--- src/core/fpsb_defines.svh ---
/*
 constants of the float pulse sequencer: register offsets, field positions,
 mode codes, timing counts and host-side register map.
 assumes inclusion by bare name wherever a constant is needed.
*/
`ifndef FPSB_DEFINES_SVH
`define FPSB_DEFINES_SVH

// ****************************************
// device register offsets
// ****************************************
`define FPSB_A_MODE 8'h10
`define FPSB_A_CLKCTL 8'h4B
`define FPSB_A_FLTCFG 8'h58
`define FPSB_A_FIRE 8'h5A
`define FPSB_A_OFS0 8'h18
`define FPSB_A_OFS3 8'h1B
`define FPSB_A_THRESH 8'h40
`define FPSB_A_LIMIT 8'h41
`define FPSB_A_FLAGS 8'h42
`define FPSB_A_GPSEL 8'h43
`define FPSB_A_NPULSE 8'h44
`define FPSB_A_IDELAY 8'h45

// ****************************************
// fields and values
// ****************************************
`define FPSB_MODE_PROG 16'h0001
`define FPSB_MODE_RUN 16'h0002
`define FPSB_CLKEN_BIT 7
`define FPSB_CLKEN_VAL 16'h0080
`define FPSB_FIRE_LSB 8
`define FPSB_M12_LSB 5
`define FPSB_M34_LSB 10
`define FPSB_NPULSE_RST 8'h04

// ****************************************
// timing
// ****************************************
`define FPSB_CLK_NS 8
`define FPSB_IFIX_NS 9000
`define FPSB_IFIX_CYC ((`FPSB_IFIX_NS + `FPSB_CLK_NS - 1) / `FPSB_CLK_NS)

// ****************************************
// host apb map
// ****************************************
`define FPSB_H_CMD 12'h000
`define FPSB_H_CTRL 12'h004
`define FPSB_H_STAT 12'h008
`define FPSB_H_ISTAT 12'h00C
`define FPSB_H_IMASK 12'h010
`define FPSB_CMD_RD 31
`define FPSB_CTRL_BOOT 0
`define FPSB_CTRL_RUN 1

`endif

--- src/core/fpsb_pkg.sv ---
/*
 types of the float pulse sequencer: modes, host states, channel state struct,
 offset correction function.
 assumes fpsb_defines.svh on the include path.
*/
package fpsb_pkg;
   `include "fpsb_defines.svh"

   // ****************************************
   // enumerations
   // ****************************************
   typedef enum logic [1:0] {
      MODE_STBY = 2'b00,
      MODE_PROG = 2'b01,
      MODE_RUN = 2'b10
   } fpsb_mode_t;

   typedef enum logic [2:0] {
      H_IDLE = 3'b000,
      H_CLK = 3'b001,
      H_PROG = 3'b010,
      H_RUN = 3'b011,
      H_CMD = 3'b100,
      H_WAIT = 3'b101
   } fpsb_hst_t;

   // ****************************************
   // channel monitor state
   // ****************************************
   typedef struct packed {
      logic [7:0] cnt;
      logic flag;
   } fpsb_chan_t;

   // ****************************************
   // offset-corrected adc result
   // ****************************************
   function automatic logic signed [16:0] fpsb_corr(input logic [13:0] raw,
                                                    input logic [15:0] ofs);
      fpsb_corr = $signed({3'h0, raw}) - $signed({1'h0, ofs});
   endfunction : fpsb_corr
endpackage : fpsb_pkg

--- src/core/fpsb_if.sv ---
/*
 register port between host controller and sequencer device.
 assumes one clock shared by both ends; request held until ack.
*/
`timescale 1ns/100ps
interface fpsb_if;
   logic reg_wr;
   logic reg_rd;
   logic [7:0] reg_addr;
   logic [15:0] reg_wdata;
   logic [15:0] reg_rdata;
   logic reg_ack;
   logic amb_alarm;

   modport dev (input reg_wr, reg_rd, reg_addr, reg_wdata,
                output reg_rdata, reg_ack, amb_alarm);
   modport host (output reg_wr, reg_rd, reg_addr, reg_wdata,
                 input reg_rdata, reg_ack, amb_alarm);
endinterface : fpsb_if

--- src/core/fpsb_device.sv ---
/*
 float led pulse sequencer with ambient light monitor (device end).
 assumes pulse_strobe marks each pulse start, adc_valid follows with the
 result of that pulse, and the host holds register requests until ack.
*/
// Implementation choices: the APB interface to the registers and the register addresses.
// Notes on behaviour
// - led fires only where pattern bit set
// - each position adds or subtracts per math
// - four-position sequence repeats every four pulses
// - one accumulated value per sample period
// - integration start gets fixed 9 us added
// - math 2 and 1 add two three
// - software centres negative phase on dump
// - subtract cycles compared against ambient threshold
// - compared result is raw minus channel offset
// - each channel counts its own exceedances
// - count above limit sets channel alarm flag
// - output pin driven from selectable flag combination
// - host enables state machine clock first
// - mode value one enters program mode
// - program mode takes config in any order
// - mode value two starts normal sampling
`timescale 1ns/100ps
`include "fpsb_defines.svh"
module fpsb_device
   import fpsb_pkg::*;
#(
   parameter int CH = 4,
   parameter int ACC_W = 27
) (
   // clock and reset
   input wire logic pclk,
   input wire logic presetn,
   // register port
   fpsb_if.dev bus,
   // pulse timing and converter
   input wire logic pulse_strobe,
   input wire logic adc_valid,
   input wire logic [CH-1:0][13:0] adc_raw,
   // sequencer outputs
   output logic led_fire,
   output logic integ_start,
   output logic [ACC_W-1:0] data_out,
   output logic data_valid,
   output logic general_output_pin
);
   typedef struct packed {
      fpsb_mode_t mode;
      logic clk_en;
      logic [15:0] flt_cfg;
      logic [15:0] fire_cfg;
      logic [15:0] thresh;
      logic [7:0] limit;
      logic [1:0] gp_sel;
      logic [7:0] npulse;
      logic [15:0] idelay;
      logic [CH-1:0][15:0] ofs;
      logic [1:0] pos;
      logic cur_add;
      logic [7:0] pulses;
      logic [ACC_W-1:0] acc;
      logic [ACC_W-1:0] data;
      logic dvalid;
      logic led;
      logic istart;
      logic [16:0] dly;
      logic dly_run;
      logic [15:0] rdata;
      logic ack;
      logic gpio;
      logic clear_mon;
   } dev_st_t;

   dev_st_t s_r;
   dev_st_t s_nxt;
   logic [CH-1:0] flags;
   logic running;
   logic signed [ACC_W-1:0] sum;
   logic [1:0] ofs_idx;

   // ****************************************
   // add or subtract for a pulse position
   // ****************************************
   function automatic logic pos_add(input logic [1:0] pos, input logic [15:0] cfg);
      logic [1:0] m12;
      logic [1:0] m34;
      m12 = cfg[`FPSB_M12_LSB +: 2];
      m34 = cfg[`FPSB_M34_LSB +: 2];
      case (pos)
         2'h0: pos_add = m12[0];
         2'h1: pos_add = m12[1];
         2'h2: pos_add = m34[0];
         default: pos_add = m34[1];
      endcase
   endfunction : pos_add

   // ****************************************
   // ambient monitor channels
   // ****************************************
   generate
      for (genvar i = 0; i < CH; i++) begin : g_chan
         fpsb_amb_chan u_chan (
            .pclk(pclk),
            .presetn(presetn),
            .clear(s_r.clear_mon),
            .sample_en(running && adc_valid && !s_r.cur_add),
            .adc_raw(adc_raw[i]),
            .adc_ofs(s_r.ofs[i]),
            .thresh(s_r.thresh),
            .limit(s_r.limit),
            .flag(flags[i])
         );
      end
   endgenerate

   assign running = (s_r.mode == MODE_RUN) && s_r.clk_en;
   assign ofs_idx = bus.reg_addr[1:0];

   always_comb begin
      sum = '0;
      for (int i = 0; i < CH; i++) begin
         sum = sum + ACC_W'(fpsb_corr(adc_raw[i], s_r.ofs[i]));
      end
   end

   // ****************************************
   // next state
   // ****************************************
   always_comb begin
      s_nxt = s_r;
      s_nxt.ack = 1'b0;
      s_nxt.dvalid = 1'b0;
      s_nxt.istart = 1'b0;
      s_nxt.clear_mon = 1'b0;
      // register port
      if ((bus.reg_wr || bus.reg_rd) && !s_r.ack) begin
         s_nxt.ack = 1'b1;
         case (bus.reg_addr)
            `FPSB_A_MODE: s_nxt.rdata = {14'h0000, s_r.mode};
            `FPSB_A_CLKCTL: s_nxt.rdata = {8'h00, s_r.clk_en, 7'h00};
            `FPSB_A_FLTCFG: s_nxt.rdata = s_r.flt_cfg;
            `FPSB_A_FIRE: s_nxt.rdata = s_r.fire_cfg;
            `FPSB_A_THRESH: s_nxt.rdata = s_r.thresh;
            `FPSB_A_LIMIT: s_nxt.rdata = {8'h00, s_r.limit};
            `FPSB_A_FLAGS: s_nxt.rdata = 16'(flags);
            `FPSB_A_GPSEL: s_nxt.rdata = {14'h0000, s_r.gp_sel};
            `FPSB_A_NPULSE: s_nxt.rdata = {8'h00, s_r.npulse};
            `FPSB_A_IDELAY: s_nxt.rdata = s_r.idelay;
            default: begin
               if (bus.reg_addr >= `FPSB_A_OFS0 && bus.reg_addr <= `FPSB_A_OFS3) begin
                  s_nxt.rdata = s_r.ofs[ofs_idx];
               end else begin
                  s_nxt.rdata = 16'h0000;
               end
            end
         endcase
         if (bus.reg_wr) begin
            if (bus.reg_addr == `FPSB_A_MODE) begin
               if (bus.reg_wdata == `FPSB_MODE_PROG) begin
                  s_nxt.mode = MODE_PROG;
                  s_nxt.clear_mon = 1'b1;
               end else if (bus.reg_wdata == `FPSB_MODE_RUN) begin
                  s_nxt.mode = MODE_RUN;
               end else begin
                  s_nxt.mode = MODE_STBY;
               end
               s_nxt.pos = 2'h0;
               s_nxt.pulses = 8'h00;
               s_nxt.acc = '0;
               s_nxt.dly_run = 1'b0;
            end else if (bus.reg_addr == `FPSB_A_CLKCTL) begin
               s_nxt.clk_en = bus.reg_wdata[`FPSB_CLKEN_BIT];
            end else if (s_r.mode == MODE_PROG) begin
               case (bus.reg_addr)
                  `FPSB_A_FLTCFG: s_nxt.flt_cfg = bus.reg_wdata;
                  `FPSB_A_FIRE: s_nxt.fire_cfg = bus.reg_wdata;
                  `FPSB_A_THRESH: s_nxt.thresh = bus.reg_wdata;
                  `FPSB_A_LIMIT: s_nxt.limit = bus.reg_wdata[7:0];
                  `FPSB_A_GPSEL: s_nxt.gp_sel = bus.reg_wdata[1:0];
                  `FPSB_A_NPULSE: s_nxt.npulse = bus.reg_wdata[7:0];
                  `FPSB_A_IDELAY: s_nxt.idelay = bus.reg_wdata;
                  default: begin
                     if (bus.reg_addr >= `FPSB_A_OFS0 && bus.reg_addr <= `FPSB_A_OFS3) begin
                        s_nxt.ofs[ofs_idx] = bus.reg_wdata;
                     end
                  end
               endcase
            end
         end
      end
      // pulse sequencing
      if (running && pulse_strobe) begin
         s_nxt.led = s_r.fire_cfg[`FPSB_FIRE_LSB + 32'(s_r.pos)];
         s_nxt.cur_add = pos_add(s_r.pos, s_r.flt_cfg);
         s_nxt.pos = s_r.pos + 2'h1;
         s_nxt.dly = 17'(s_r.idelay) + 17'(`FPSB_IFIX_CYC);
         s_nxt.dly_run = 1'b1;
      end else if (s_r.dly_run) begin
         if (s_r.dly == 17'h00000) begin
            s_nxt.istart = 1'b1;
            s_nxt.dly_run = 1'b0;
         end else begin
            s_nxt.dly = s_r.dly - 17'h00001;
         end
      end
      // accumulation
      if (running && adc_valid) begin
         s_nxt.led = 1'b0;
         if (s_r.cur_add) begin
            s_nxt.acc = s_r.acc + sum;
         end else begin
            s_nxt.acc = s_r.acc - sum;
         end
         if (s_r.pulses + 8'h01 >= s_r.npulse) begin
            s_nxt.data = s_nxt.acc;
            s_nxt.dvalid = 1'b1;
            s_nxt.acc = '0;
            s_nxt.pulses = 8'h00;
            s_nxt.pos = 2'h0;
         end else begin
            s_nxt.pulses = s_r.pulses + 8'h01;
         end
      end
      // output pin combination
      case (s_r.gp_sel)
         2'h1: s_nxt.gpio = |flags;
         2'h2: s_nxt.gpio = &flags;
         2'h3: s_nxt.gpio = (|flags) || s_nxt.dvalid;
         default: s_nxt.gpio = 1'b0;
      endcase
   end

   always_ff @(posedge pclk or negedge presetn) begin
      if (!presetn) begin
         s_r <= '0;
         s_r.npulse <= `FPSB_NPULSE_RST;
      end else begin
         s_r <= s_nxt;
      end
   end

   // ****************************************
   // outputs
   // ****************************************
   assign bus.reg_rdata = s_r.rdata;
   assign bus.reg_ack = s_r.ack;
   assign bus.amb_alarm = s_r.gpio;
   assign led_fire = s_r.led;
   assign integ_start = s_r.istart;
   assign data_out = s_r.data;
   assign data_valid = s_r.dvalid;
   assign general_output_pin = s_r.gpio;
endmodule : fpsb_device

--- src/core/fpsb_amb_chan.sv ---
/*
 one channel of the ambient light monitor: exceedance counter and flag.
 assumes sample_en only on subtract cycles while sampling.
*/
`timescale 1ns/100ps
module fpsb_amb_chan
   import fpsb_pkg::*;
(
   // clock and reset
   input wire logic pclk,
   input wire logic presetn,
   // control
   input wire logic clear,
   input wire logic sample_en,
   // data and settings
   input wire logic [13:0] adc_raw,
   input wire logic [15:0] adc_ofs,
   input wire logic [15:0] thresh,
   input wire logic [7:0] limit,
   // result
   output logic flag
);
   fpsb_chan_t s_r;
   fpsb_chan_t s_nxt;
   logic signed [16:0] res;

   // ****************************************
   // counting
   // ****************************************
   always_comb begin
      s_nxt = s_r;
      res = fpsb_corr(adc_raw, adc_ofs);
      if (clear) begin
         s_nxt = '0;
      end else if (sample_en && (res > $signed({1'b0, thresh}))) begin
         if (s_r.cnt != 8'hFF) begin
            s_nxt.cnt = s_r.cnt + 8'h01;
         end
      end
      if (!clear && (s_nxt.cnt > limit)) begin
         s_nxt.flag = 1'b1;
      end
   end

   always_ff @(posedge pclk or negedge presetn) begin
      if (!presetn) begin
         s_r <= '0;
      end else begin
         s_r <= s_nxt;
      end
   end

   assign flag = s_r.flag;
endmodule : fpsb_amb_chan

--- src/flat_wrapper.sv ---
// flat-port wrapper written by rule: the top's interface ports become plain ports
module fpsb_device_flat import fpsb_pkg::*;
#(
   parameter int CH = 4,
   parameter int ACC_W = 27
)
  (pclk, presetn, pulse_strobe, adc_valid, adc_raw, led_fire, integ_start, data_out, data_valid, general_output_pin, bus_reg_wr, bus_reg_rd, bus_reg_addr, bus_reg_wdata, bus_reg_rdata, bus_reg_ack, bus_amb_alarm);
  fpsb_if bus_i ();
  input wire logic pclk;
  input wire logic presetn;
  input wire logic pulse_strobe;
  input wire logic adc_valid;
  input wire logic [CH-1:0][13:0] adc_raw;
  output logic led_fire;
  output logic integ_start;
  output logic [ACC_W-1:0] data_out;
  output logic data_valid;
  output logic general_output_pin;
  input wire logic [$bits(bus_i.reg_wr)-1:0] bus_reg_wr;
  input wire logic [$bits(bus_i.reg_rd)-1:0] bus_reg_rd;
  input wire logic [$bits(bus_i.reg_addr)-1:0] bus_reg_addr;
  input wire logic [$bits(bus_i.reg_wdata)-1:0] bus_reg_wdata;
  output wire logic [$bits(bus_i.reg_rdata)-1:0] bus_reg_rdata;
  output wire logic [$bits(bus_i.reg_ack)-1:0] bus_reg_ack;
  output wire logic [$bits(bus_i.amb_alarm)-1:0] bus_amb_alarm;
  assign bus_i.reg_wr = bus_reg_wr;
  assign bus_i.reg_rd = bus_reg_rd;
  assign bus_i.reg_addr = bus_reg_addr;
  assign bus_i.reg_wdata = bus_reg_wdata;
  assign bus_reg_rdata = bus_i.reg_rdata;
  assign bus_reg_ack = bus_i.reg_ack;
  assign bus_amb_alarm = bus_i.amb_alarm;
  fpsb_device #(.CH(CH), .ACC_W(ACC_W)) u_core (.pclk(pclk), .presetn(presetn), .bus(bus_i), .pulse_strobe(pulse_strobe), .adc_valid(adc_valid), .adc_raw(adc_raw), .led_fire(led_fire), .integ_start(integ_start), .data_out(data_out), .data_valid(data_valid), .general_output_pin(general_output_pin));
endmodule
--- config.mk ---
export PLATFORM = sky130hd
export DESIGN_NAME = fpsb_device_flat
export DESIGN_NICKNAME = d
export VERILOG_FILES = /design/src/core/fpsb_pkg.sv /design/src/core/fpsb_if.sv /design/src/core/fpsb_device.sv /design/src/core/fpsb_amb_chan.sv /design/src/flat_wrapper.sv
export VERILOG_INCLUDE_DIRS = /design/src /design/src/core
export SDC_FILE = /design/constraint.sdc
export NUM_CORES = 1
export LEC_CHECK = 0
export ABC_AREA = 1
export ABC_CLOCK_PERIOD_IN_PS = 10300
export BUFFER_PORTS_ARGS = -buffer_cell sky130_fd_sc_hd__buf_2
export CAP_MARGIN = 20
export CORE_UTILIZATION = 60
export DETAILED_ROUTE_END_ITERATION = 10
export PLACE_DENSITY = 0.82
export SYNTH_ARGS = -nofsm -noshare
export SYNTH_HDL_FRONTEND = slang
export SYNTH_SLANG_ARGS = --single-unit
--- constraint.sdc ---
create_clock -name pclk -period 10.3 [get_ports pclk]
set_input_delay 2.06 -clock pclk [delete_from_list [all_inputs] [get_ports pclk]]
set_output_delay 2.06 -clock pclk [all_outputs]
set_load 0.05 [all_outputs]
# [After elaboration in Yosys (flattened, before gate mapping)]
# Cells that the tools add are included.
[totals] register_bits=290 in_bits=86 out_inout_bits=49 elab_cells=198
[op_classes] n_addsub=18 order_cmp=14 eq_ne=24 n_mux=57 n_bitwise=3 n_reduce_logical=47
[op_table] cell="16-bit case mux with 10 select lines" n=1
[op_table] cell="35-bit two-way mux" n=3
[op_table] cell="8-bit two-way mux" n=13
[op_table] cell="8-bit by 7-bit == test with 1-bit output, second input constant" n=9
[op_table] cell="17-bit > comparator" n=4
[op_table] cell="14-bit by 16-bit subtractor with 17-bit output" n=4
[op_table] cell="64-bit bitwise mux" n=1
[op_table] cell="64-bit two-way mux" n=1
[op_table] cell="55-bit two-way mux" n=1
[op_table] cell="16-bit two-way mux" n=3
[op_table] cell="6-bit AND reduction" n=7
[op_table] cell="8-bit by 1-bit adder with 8-bit output, second input constant" n=5
[op_table] cell="18-bit two-way mux" n=2
[op_table] cell="16-bit binary-select mux with 2-bit select" n=1
[op_table] cell="16-bit demux with 2-bit select" n=1
[op_table] cell="8-bit > comparator" n=4
[op_table] cell="32-bit by 5-bit less-than comparator with 1-bit output, second input constant" n=1
[op_table] cell="8-bit != test, second input constant" n=4
[op_table] cell="27-bit by 17-bit adder with 27-bit output" n=1
[op_table] cell="27-bit adder" n=1
[op_table] cell="27-bit two-way mux" n=1
[op_table] cell="27-bit subtractor" n=1
[op_table] cell="18-bit by 17-bit adder with 19-bit output" n=1
[op_table] cell="19-bit two-way mux" n=1
[op_table] cell="other kinds (35)" n=92

# [Longest topological paths before layout]
# Gate-level depths: netlist (run 1).
[logic_depth] ltp_word=10 mapped_depth=51 ltp_nobuf=51

# [By module]
# Synthesis (run 1) repeated with hierarchy kept, for this count alone.
[hier_totals] cells_unflattened=3598 hier_area_um2=26175.1
[by_module_without_submodules] module="fpsb_device" n_inst=1 cells_per_inst=2395 area_per_inst_um2=18281.3 seq_area_each_um2=6357.3
[by_module_without_submodules] module="fpsb_amb_chan at u_core.g_chan[0].u_chan ..." n_inst=3 cells_per_inst=301 area_per_inst_um2=1971.9 seq_area_each_um2=225.2
[by_module_without_submodules] module="fpsb_amb_chan at u_core.g_chan[1].u_chan" n_inst=1 cells_per_inst=300 area_per_inst_um2=1978.1 seq_area_each_um2=225.2

# [Worst setup path before layout (run 1)]
# No wires, ideal clock.
[synth_timing] path_type="input -> register" startpoint="in adc_raw[0] in the netlist's numbering" endpoint="reg u_core.s_r, in the netlist u_core.data_out[26]" setup_ps=118 arrival_ps=8089 required_ps=10182 setup_slack_ps=2093 path_stages=39 n_path_buf=0 path_cell_list="inv_1 -> ha_1 -> inv_1 -> fa_1 -> nand3_1 -> nand2_1 -> a31oi_1 -> o21ai_2 -> xor2_1 -> fa_1 -> ha_1 -> a21oi_1 -> o21ai_0 -> a21o_1 -> a21o_1 -> a21oi_1 -> o21ai_0 -> nand3_1 -> [... 3 more ...] -> nand2_1 -> nor2_1 -> and2_1 -> nand4_1 -> nand4_1 -> nand2_1 -> o21ai_0 -> nand3_4 -> xor2_1 -> ha_1 -> nand2_1 -> nor3_1 -> nand4_1 -> o21bai_1 -> nand3_1 -> nand3_1 -> nand3_1 -> nand2_1"
[synth_between] elab_chain_cells=6 word_cells_on_any_way=7 cone_classes="add/sub: 6; mux: 1"
[synth_rtl] element="start, declared" line_no="flat_wrapper.sv:13" rtl="input wire logic [CH-1:0][13:0] adc_raw;"
[synth_rtl] element="14-bit by 16-bit subtractor with 17-bit output *" line_no="fpsb_pkg.sv:40" rtl="fpsb_corr = $signed({3'h0, raw}) - $signed({1'h0, ofs});"
[synth_rtl] element="17-bit by 17-bit adder with 18-bit output *" line_no="fpsb_device.sv:123" rtl="sum = sum + ACC_W'(fpsb_corr(adc_raw[i], s_r.ofs[i]));"
[synth_rtl] element="18-bit by 17-bit adder with 19-bit output *" line_no="fpsb_device.sv:123"
[synth_rtl] element="27-bit by 17-bit adder with 27-bit output *" line_no="fpsb_device.sv:123"
[synth_rtl] element="27-bit subtractor or 27-bit adder (tied branches)" line_no="fpsb_device.sv:213, fpsb_device.sv:211"
[synth_rtl] element="27-bit two-way mux *" line_no="fpsb_device.sv:210" rtl="if (s_r.cur_add) begin"
[synth_rtl] element="end signal, assigned" line_no="fpsb_device.sv:239" rtl="s_r <= s_nxt;"
[synth_rtl] element="end, declared" line_no="fpsb_device.sv:75" rtl="dev_st_t s_r;"
# Every way passes the cells marked *; elsewhere a longest branch is shown, timed or not.
# A chain may end at the register's enable or synchronous reset.

# [Worst setup path in the final report (run 1)]
[layout_timing] startpoint="in adc_raw[28] in the netlist's numbering" endpoint="reg u_core.s_r[93] in the netlist's numbering"
[layout_between] elab_chain_cells=7 word_cells_on_any_way=8 cone_classes="add/sub: 5; mux: 3"
[layout_rtl] element="14-bit by 16-bit subtractor with 17-bit output *" line_no="fpsb_pkg.sv:40"
[layout_rtl] element="18-bit by 17-bit adder with 19-bit output *" line_no="fpsb_device.sv:123"
[layout_rtl] element="27-bit by 17-bit adder with 27-bit output *" line_no="fpsb_device.sv:123"
[layout_rtl] element="27-bit subtractor or 27-bit adder (tied branches)" line_no="fpsb_device.sv:213, fpsb_device.sv:211"
[layout_rtl] element="27-bit two-way mux *" line_no="fpsb_device.sv:210"
[layout_rtl] element="55-bit two-way mux *" line_no="fpsb_device.sv:215" rtl="if (s_r.pulses + 8'h01 >= s_r.npulse) begin"
[layout_rtl] element="64-bit two-way mux *" line_no="fpsb_device.sv:208" rtl="if (running && adc_valid) begin"
# Marks and branches as above.

==> results.md, run 1 <==
* Hold Crit Depth at 2
* IR drop worst, VDD at approximately 170 uV
* Top cells by area, synth: dfrtp_1 31%, nand2_1 13%, ha_1 13%
* Post-synth top cells: 826 x nand2_1, 429 x inv_1, 289 x dfrtp_1
* Placer Congestion at approximately 1.1
* Area after DPL at approximately 24000 um2
* FF+latch area at slightly above 7000 um2
* Peak Freq at ~0.11 GHz
* Setup_tns at 0 ns
* Cts bufs inserted at 34
* Clock Skews at 0.0264 ns
* Reg2reg path depth at 35
* CP max FO at 6
* Fin crit share at 0.893
* Global-route wire length before repair at 115 mm
* P_leak at 12.8 nW
* Post-synthesis net count at 3490
* Root Buffer: clkbuf_16
* Endpoint, Worst Hold: u_core.data_out[11]$_DFFE_PN0P_
* DRC at 0
* Most frequent cell after synthesis: nand2_1
* Row cnt at between 70 and 80
* Syn_area_per_cell at around 7.3 um2
* Cells after Synth at around 3100
* Max incr delay on CP at ~0.50 ns
* PwrDens at slightly below 200 nW/um2
* Data required time of the critical path at 10.72 ns
* Dominant synthesized flop cell: dfrtp_1
* Routed vias/inst at 5.95
* Core box area at roughly 38000 um2
* DIE AREA at 39200 um2
* Syn. warnings at 0
* Run status: complete, no violations
* Layout cell share with drive strength beyond 1 at 0.0707
* Max cap viols at 0
* Routed len/inst at slightly below 20 um
* Filler cell count at approximately 3300
* Worst-Margin Slew at a little under 1 ns
* DRT iter0 DRCs at ~2400
* Worst hold path type: reg2reg
* Clock Latency Late Sink at around 0.55 ns
* Area of the multi-input gates at between 10000 and 15000 um2
* Max_slew headroom at 0.346
* Largest net degree at the start of global routing at 100
* Crit. End Element: register
* Initial core utilization at 0.610
* Port Buffers at about 130
* Final setup vio count at 0
* Antenna cell count at 0
* Clock Pin Slew Worst Setup and Hold Paths at approximately 0.060 ns
* CTS tree: done
* Final Total Pwr at ~5.0 mW
* GRT overflow at 0
* Final WL at between 70 and 80 mm
* Pins Over Slew Limit at 0
* Worst r2r dst: u_core.s_r[93]$_DFFE_PN0P_
* Synth Cell Area at 23000 um2
* Critical path's most frequent cell: nand2_1
* Final Hold Viols at 0
* Final instance area at 25100 um2
* Synth area leader: dfrtp_1
* Worst r2r src: u_core.s_r[137]$_DFFE_PN0P_
* Top-area cell type share of the netlist area at 0.314
* H-tree Lvls at 2
* Hold Startpoint: u_core.data_out[11]$_DFFE_PN0P_
* Vias in the first global route at 21385
* Number of flops mapped to enable cells by yosys at 0
* Min Tclk post-route at 9.20 ns
* Hpwl dp at ~58 mm
* Vert. Die Dim at between 150 and 200 um
* Sequential cell area fraction in the yosys report at 0.315
* Total track usage at 0.382
* Seq cells post-synth at 290
* Die width at 198 um
* Clk sinks at 290
* Setup crit start kind: input port
* RSZ-0062 raised after global routing: false
* ANT nets after route at 0
* R2R setup slack at ~2.3 ns
* First-pass DRT Iterations at 6
* Initial antenna violation count at 1
* Post-cts hold buffer count at 0
* Worst-path cell with the longest stage delay: fa_1
* CTS max path bufs at 3
* Area Overhead vs Synth at 8.87%
* Setup Fix Bufs, Post-CTS at 0
* Io pins at roughly 140
* Vias at around 22000
* Post-synth cell types at 57
* Critical Path AT at a little under 10 ns
* Fraction of registers with async set/reset at 1.00
* CP Class: in2reg
* # nets final at about 3600
* CTS resizes at 0
-- cells by family (layout without fill, tap and decap cells) --
group	after synthesis	count (layout)	share of synthesized area
AOI/OAI and AO/OA	636	636	0.156
DFF	290	290	0.315
buffers and inverters	544	639	0.0970
muxes	1	1	0.000435
xor gates and xnor gates	141	141	0.0536
adders and majority gates	260	260	0.149
and+or+nand+nor	1272	1272	0.228
-- power by group --
| group | internal, mW | switching, mW |
|---|---|---|
| clock | 0.751 | 0.492 |
| combinational | 0.848 | 1.64 |
| sequential | 1.18 | 0.0414 |
| total | 2.78 | 2.18 |
-- through the flow --
step	hold slack, ns	std cells	setup WS, ns	utilization
floorplan	0.449	3144	2.09	-
detailed placement	0.461	3688	0.756	0.631
CTS	0.478	3746	1.28	0.661
global placement	0.457	3688	1.00	0.631
finish	0.476	3750	1.10	0.664
global route	0.499	3750	0.524	0.664
-- routing by layer --
layer	GRT usage	up-vias	wire length, um
li1	-	10493	-
met4	0.190	2	3680
met1	0.500	10488	29900
met2	0.607	1129	33300
met5	0	-	10
met3	0.0714	214	6920
-- cell type report --
cell class	count	share of cell area
Timing Repair Buffer	147	0.0342
Multi-Input combinational cell	2310	0.540
Clock buffer	50	0.0399
Clock inverter	8	0.00574
Sequential cell	290	0.290
Inverter	434	0.0650
Tap cell	511	0.0255
-- worst max path at each step --
| stage | from | to | slack, ns | cells after the start |
|---|---|---|---|---|
| 3_5_place_dp | adc_raw[28] | u_core.s_r[93]$_DFFE_PN0P_ | 0.76 | 37 |
| 2_1_floorplan | adc_raw[0] | u_core.data_out[26]$_DFFE_PN0P_ | 2.09 | 39 |
| 3_3_place_gp | adc_raw[28] | u_core.data_out[26]$_DFFE_PN0P_ | 1.00 | 38 |
| 5_1_grt | adc_raw[28] | u_core.s_r[93]$_DFFE_PN0P_ | 0.52 | 38 |
| 4_1_cts | adc_raw[28] | u_core.s_r[93]$_DFFE_PN0P_ | 1.28 | 37 |
| 6_report | adc_raw[28] | u_core.s_r[93]$_DFFE_PN0P_ | 1.10 | 37 |
-- worst max-delay path, delay by kind of cell --
| kind | cells | cell delay, ns |
|---|---|---|
| AO/OA/AOI/OAI | 10 | 2.28 |
| adder cells (fa/ha/maj) | 6 | 2.28 |
| AND/OR/NAND/NOR | 15 | 2.03 |
| XOR/XNOR | 3 | 0.76 |
| buffers and inverters | 3 | 0.18 |
-- flip-flops by register name (all words and copies together), names as in the netlist --
name and flops:
u_core.s_r 206, u_core.g_chan.u_chan.s_r 32, u_core.data_out 27, u_core.bus.reg_rdata 16
u_core.g_chan.u_chan.flag 4, u_core.bus.amb_alarm 1, u_core.bus.reg_ack 1, u_core.data_valid 1
u_core.integ_start 1, u_core.led_fire 1
-- placed cells by master, fill, tap and decap left out, drive strengths merged, types with 20 or more instances in the layout --
cell,synthesis,layout
xnor2,31,31
ha,236,236
dfrtp,289,289
clkbuf,50,50
o21ai,296,296
a31oi,26,26
xor2,110,110
a21oi,175,175
nand3,124,124
nor3,47,47
fa,24,24
o22ai,20,20
buf,60,147
nand2,829,829
nor2,202,202
nand4,37,37
inv,433,434
(Power assumes the default switching activity.)
==> run 2: changes to the inputs <==
- PLACE_DENSITY: 0.82 -> unset
- PLACE_DENSITY_LB_ADDON: unset -> 0.08
==> run 2 against run 1 <==
Via count down 0.76%. Die area is the same. Register-to-register slack better by 0.03 ns. Design area down 0.38%. Total power about the same. Highest routed layer is now met4.
==> results.md, run 2 (synthesis gave the netlist of run 1 again) <==
* Run status: complete, no violations
* Worst hold path type: reg2reg
* Io pins at 135 (unchanged)
* ANT nets after route at 0 (unchanged)
* Critical Path AT at 9.63 ns (+0.02 ns)
* Post-cts hold buffer count at 0 (unchanged)
* Largest net degree at the start of global routing at 191 (+91%)
* Setup crit start kind: input port
* Most flop-heavy register: u_core.s_r
* Worst-Margin Slew at 1.27 ns (+0.296 ns)
* Vias in the first global route at 20988 (-1.9%)
* Final WL at 74.7 mm (+1.3%)
* Total track usage at 0.382 (about the same)
* P_leak at 12.7 nW (-0.45%)
* Critical path's most frequent cell: nand3_1
* Data required time of the critical path at 10.75 ns (+0.03 ns)
* Row cnt at 71 (unchanged)
* Final Hold Viols at 0 (unchanged)
* CTS tree: done
* Final Total Pwr at 4.96 mW (about the same)
* Leading cell types in the layout, fill and taps excluded: 826 x nand2_1, 429 x inv_1, 289 x dfrtp_1
* Crit. End Element: register
* Max_slew headroom at 0.154 (-0.192)
* Layout cell share with drive strength beyond 1 at 0.0705 (-0.000200)
* Met2 wire length at 33.7 mm (+1.4%)
* DRC at 0 (unchanged)
* Crit path max-delay family: simple AND/OR/NAND/NOR gates
* Pins Over Slew Limit at 0 (unchanged)
* Fin crit share at 0.892 (-0.000997)
* Commonest non-fill, non-tap cell in the layout: nand2_1
* PwrDens at 198 nW/um2 (+0.33%)
* Top sig layer: met4
* Area Overhead vs Synth at 8.46%
* Setup_tns at 0 ns (unchanged)
* Peak Freq at 0.109 GHz (+0.11%)
* Core box area at 37800 um2 (unchanged)
* Vias at 22157 (-0.76%)
* # nets final at 3557 (-0.17%)
* Clk sinks at 290 (unchanged)
* Routed vias/inst at 5.92 (-0.62%)
* Max reg flops at 206 (unchanged)
* Placer Congestion at 1.02 (-5.3%)
* Max incr delay on CP at 0.51 ns (about the same)
* Root Buffer: clkbuf_16
* Worst-path cell with the longest stage delay: fa_1
* H-tree Lvls at 1 (-1)
* Clock Skews at 0.0388 ns (+0.0124 ns)
* Initial core utilization at 0.610 (unchanged)
* Clock Pin Slew Worst Setup and Hold Paths at 0.06 ns (about the same)
* DRT iter0 DRCs at 2330 (-2.2%)
* RSZ-0062 raised after global routing: false
* Final Util at 0.661 (-0.00252)
* Met3 Wirelength at 6.45 mm (-6.8%)
* CP Class: in2reg
* Setup Fix Bufs, Post-CTS at 0 (unchanged)
* Min Tclk post-route at 9.19 ns (-0.0103 ns)
* Final setup vio count at 0 (unchanged)
* Global-route wire length before repair at 115 mm (-0.19%)
* Max cap viols at 0 (unchanged)
* Hpwl dp at 58.6 mm (+0.91%)
* WP buf/inv at 4 (+1)
* Port Buffers at 134 (unchanged)
* Filler cell count at 3349 (+2.5%)
* First-pass DRT Iterations at 6 (unchanged)
* CP max FO at 6 (unchanged)
* Vert. Die Dim at 198 um (unchanged)
* Antenna cell count at 0 (unchanged)
* Die width at 198 um (unchanged)
* GRT overflow at 0 (unchanged)
* IR drop worst, VDD at 142 uV (-15%)
* DIE AREA at 39200 um2 (unchanged)
* Clock Latency Late Sink at 0.60 ns (+0.05 ns)
* Met1 WL at 30.8 mm (+3.1%)
* Cts bufs inserted at 30 (-12%)
* CTS resizes at 0 (unchanged)
* CTS max path bufs at 3 (unchanged)
* Routed len/inst at 20.0 um (+1.5%)
* Initial antenna violation count at 0 (-1)
-- run 2: cell count changes in the layout (fill, tap and decap cells not counted), sizes merged --
cell and delta:
clkbuf -16, clkinv +8, buf -2, clkinvlp +3, bufinv +2
-- run 2: worst min-delay path: cells and delay by family (launching register included) --
family	cells	cell delay (ns)
and+or+nand+nor	1	0.05
DFF	1	0.34
AOI/OAI and AO/OA	1	0.06
-- run 2: cell type report --
| class | instances | area, um2 | share of cell area |
|---|---|---|---|
| flip-flops and latches | 290 | 7260 | 0.291 |
| well taps | 511 | 639 | 0.0256 |
| multi-input cells | 2310 | 13500 | 0.542 |
| repair buffers | 145 | 856 | 0.0343 |
| clock inverters | 21 | 277 | 0.0111 |
| clock buffers | 34 | 776 | 0.0311 |
| inverters | 434 | 1630 | 0.0652 |
-- run 2: stage by stage --
step                hold WS [ns]  std cells  setup slack [ns]  cell area (um2)
detailed placement         0.461       3686             0.690            23800
CTS                        0.484       3741              1.31            24900
finish                     0.477       3745              1.11            25000
global placement           0.459       3686             0.645            23800
global route               0.502       3745             0.520            25000
floorplan                  0.449       3144              2.09            23000
-- run 2: worst paths after layout --
check,from,endpoint,slack (ns),depth (start not counted)
max,adc_raw[14],u_core.s_r[91]$_DFFE_PN0P_,1.11,38
min,u_core.data_out[15]$_DFFE_PN0P_,u_core.data_out[15]$_DFFE_PN0P_,0.48,2
max reg2reg,u_core.s_r[121]$_DFFE_PN0P_,u_core.s_r[91]$_DFFE_PN0P_,2.31,36
min reg2reg,u_core.data_out[15]$_DFFE_PN0P_,u_core.data_out[15]$_DFFE_PN0P_,0.48,2
max in group asynchronous,presetn,u_core.s_r[105]$_DFFE_PN0P_,7.12,2
min in group asynchronous,presetn,u_core.s_r[72]$_DFFE_PN0P_,1.46,1
-- run 2: routing by layer --
metal,up-vias,global-route usage
met5,-,0
met1,10460,0.502
li1,10442,-
met2,1040,0.617
met4,0,0.172
met3,215,0.0654
-- run 2: report_power, final --
group / internal (mW) / total, mW / switching [mW]
combinational: 0.846 / 2.58 / 1.73
clock: 0.672 / 1.16 / 0.484
sequential: 1.18 / 1.22 / 0.0408
total: 2.70 / 4.96 / 2.26
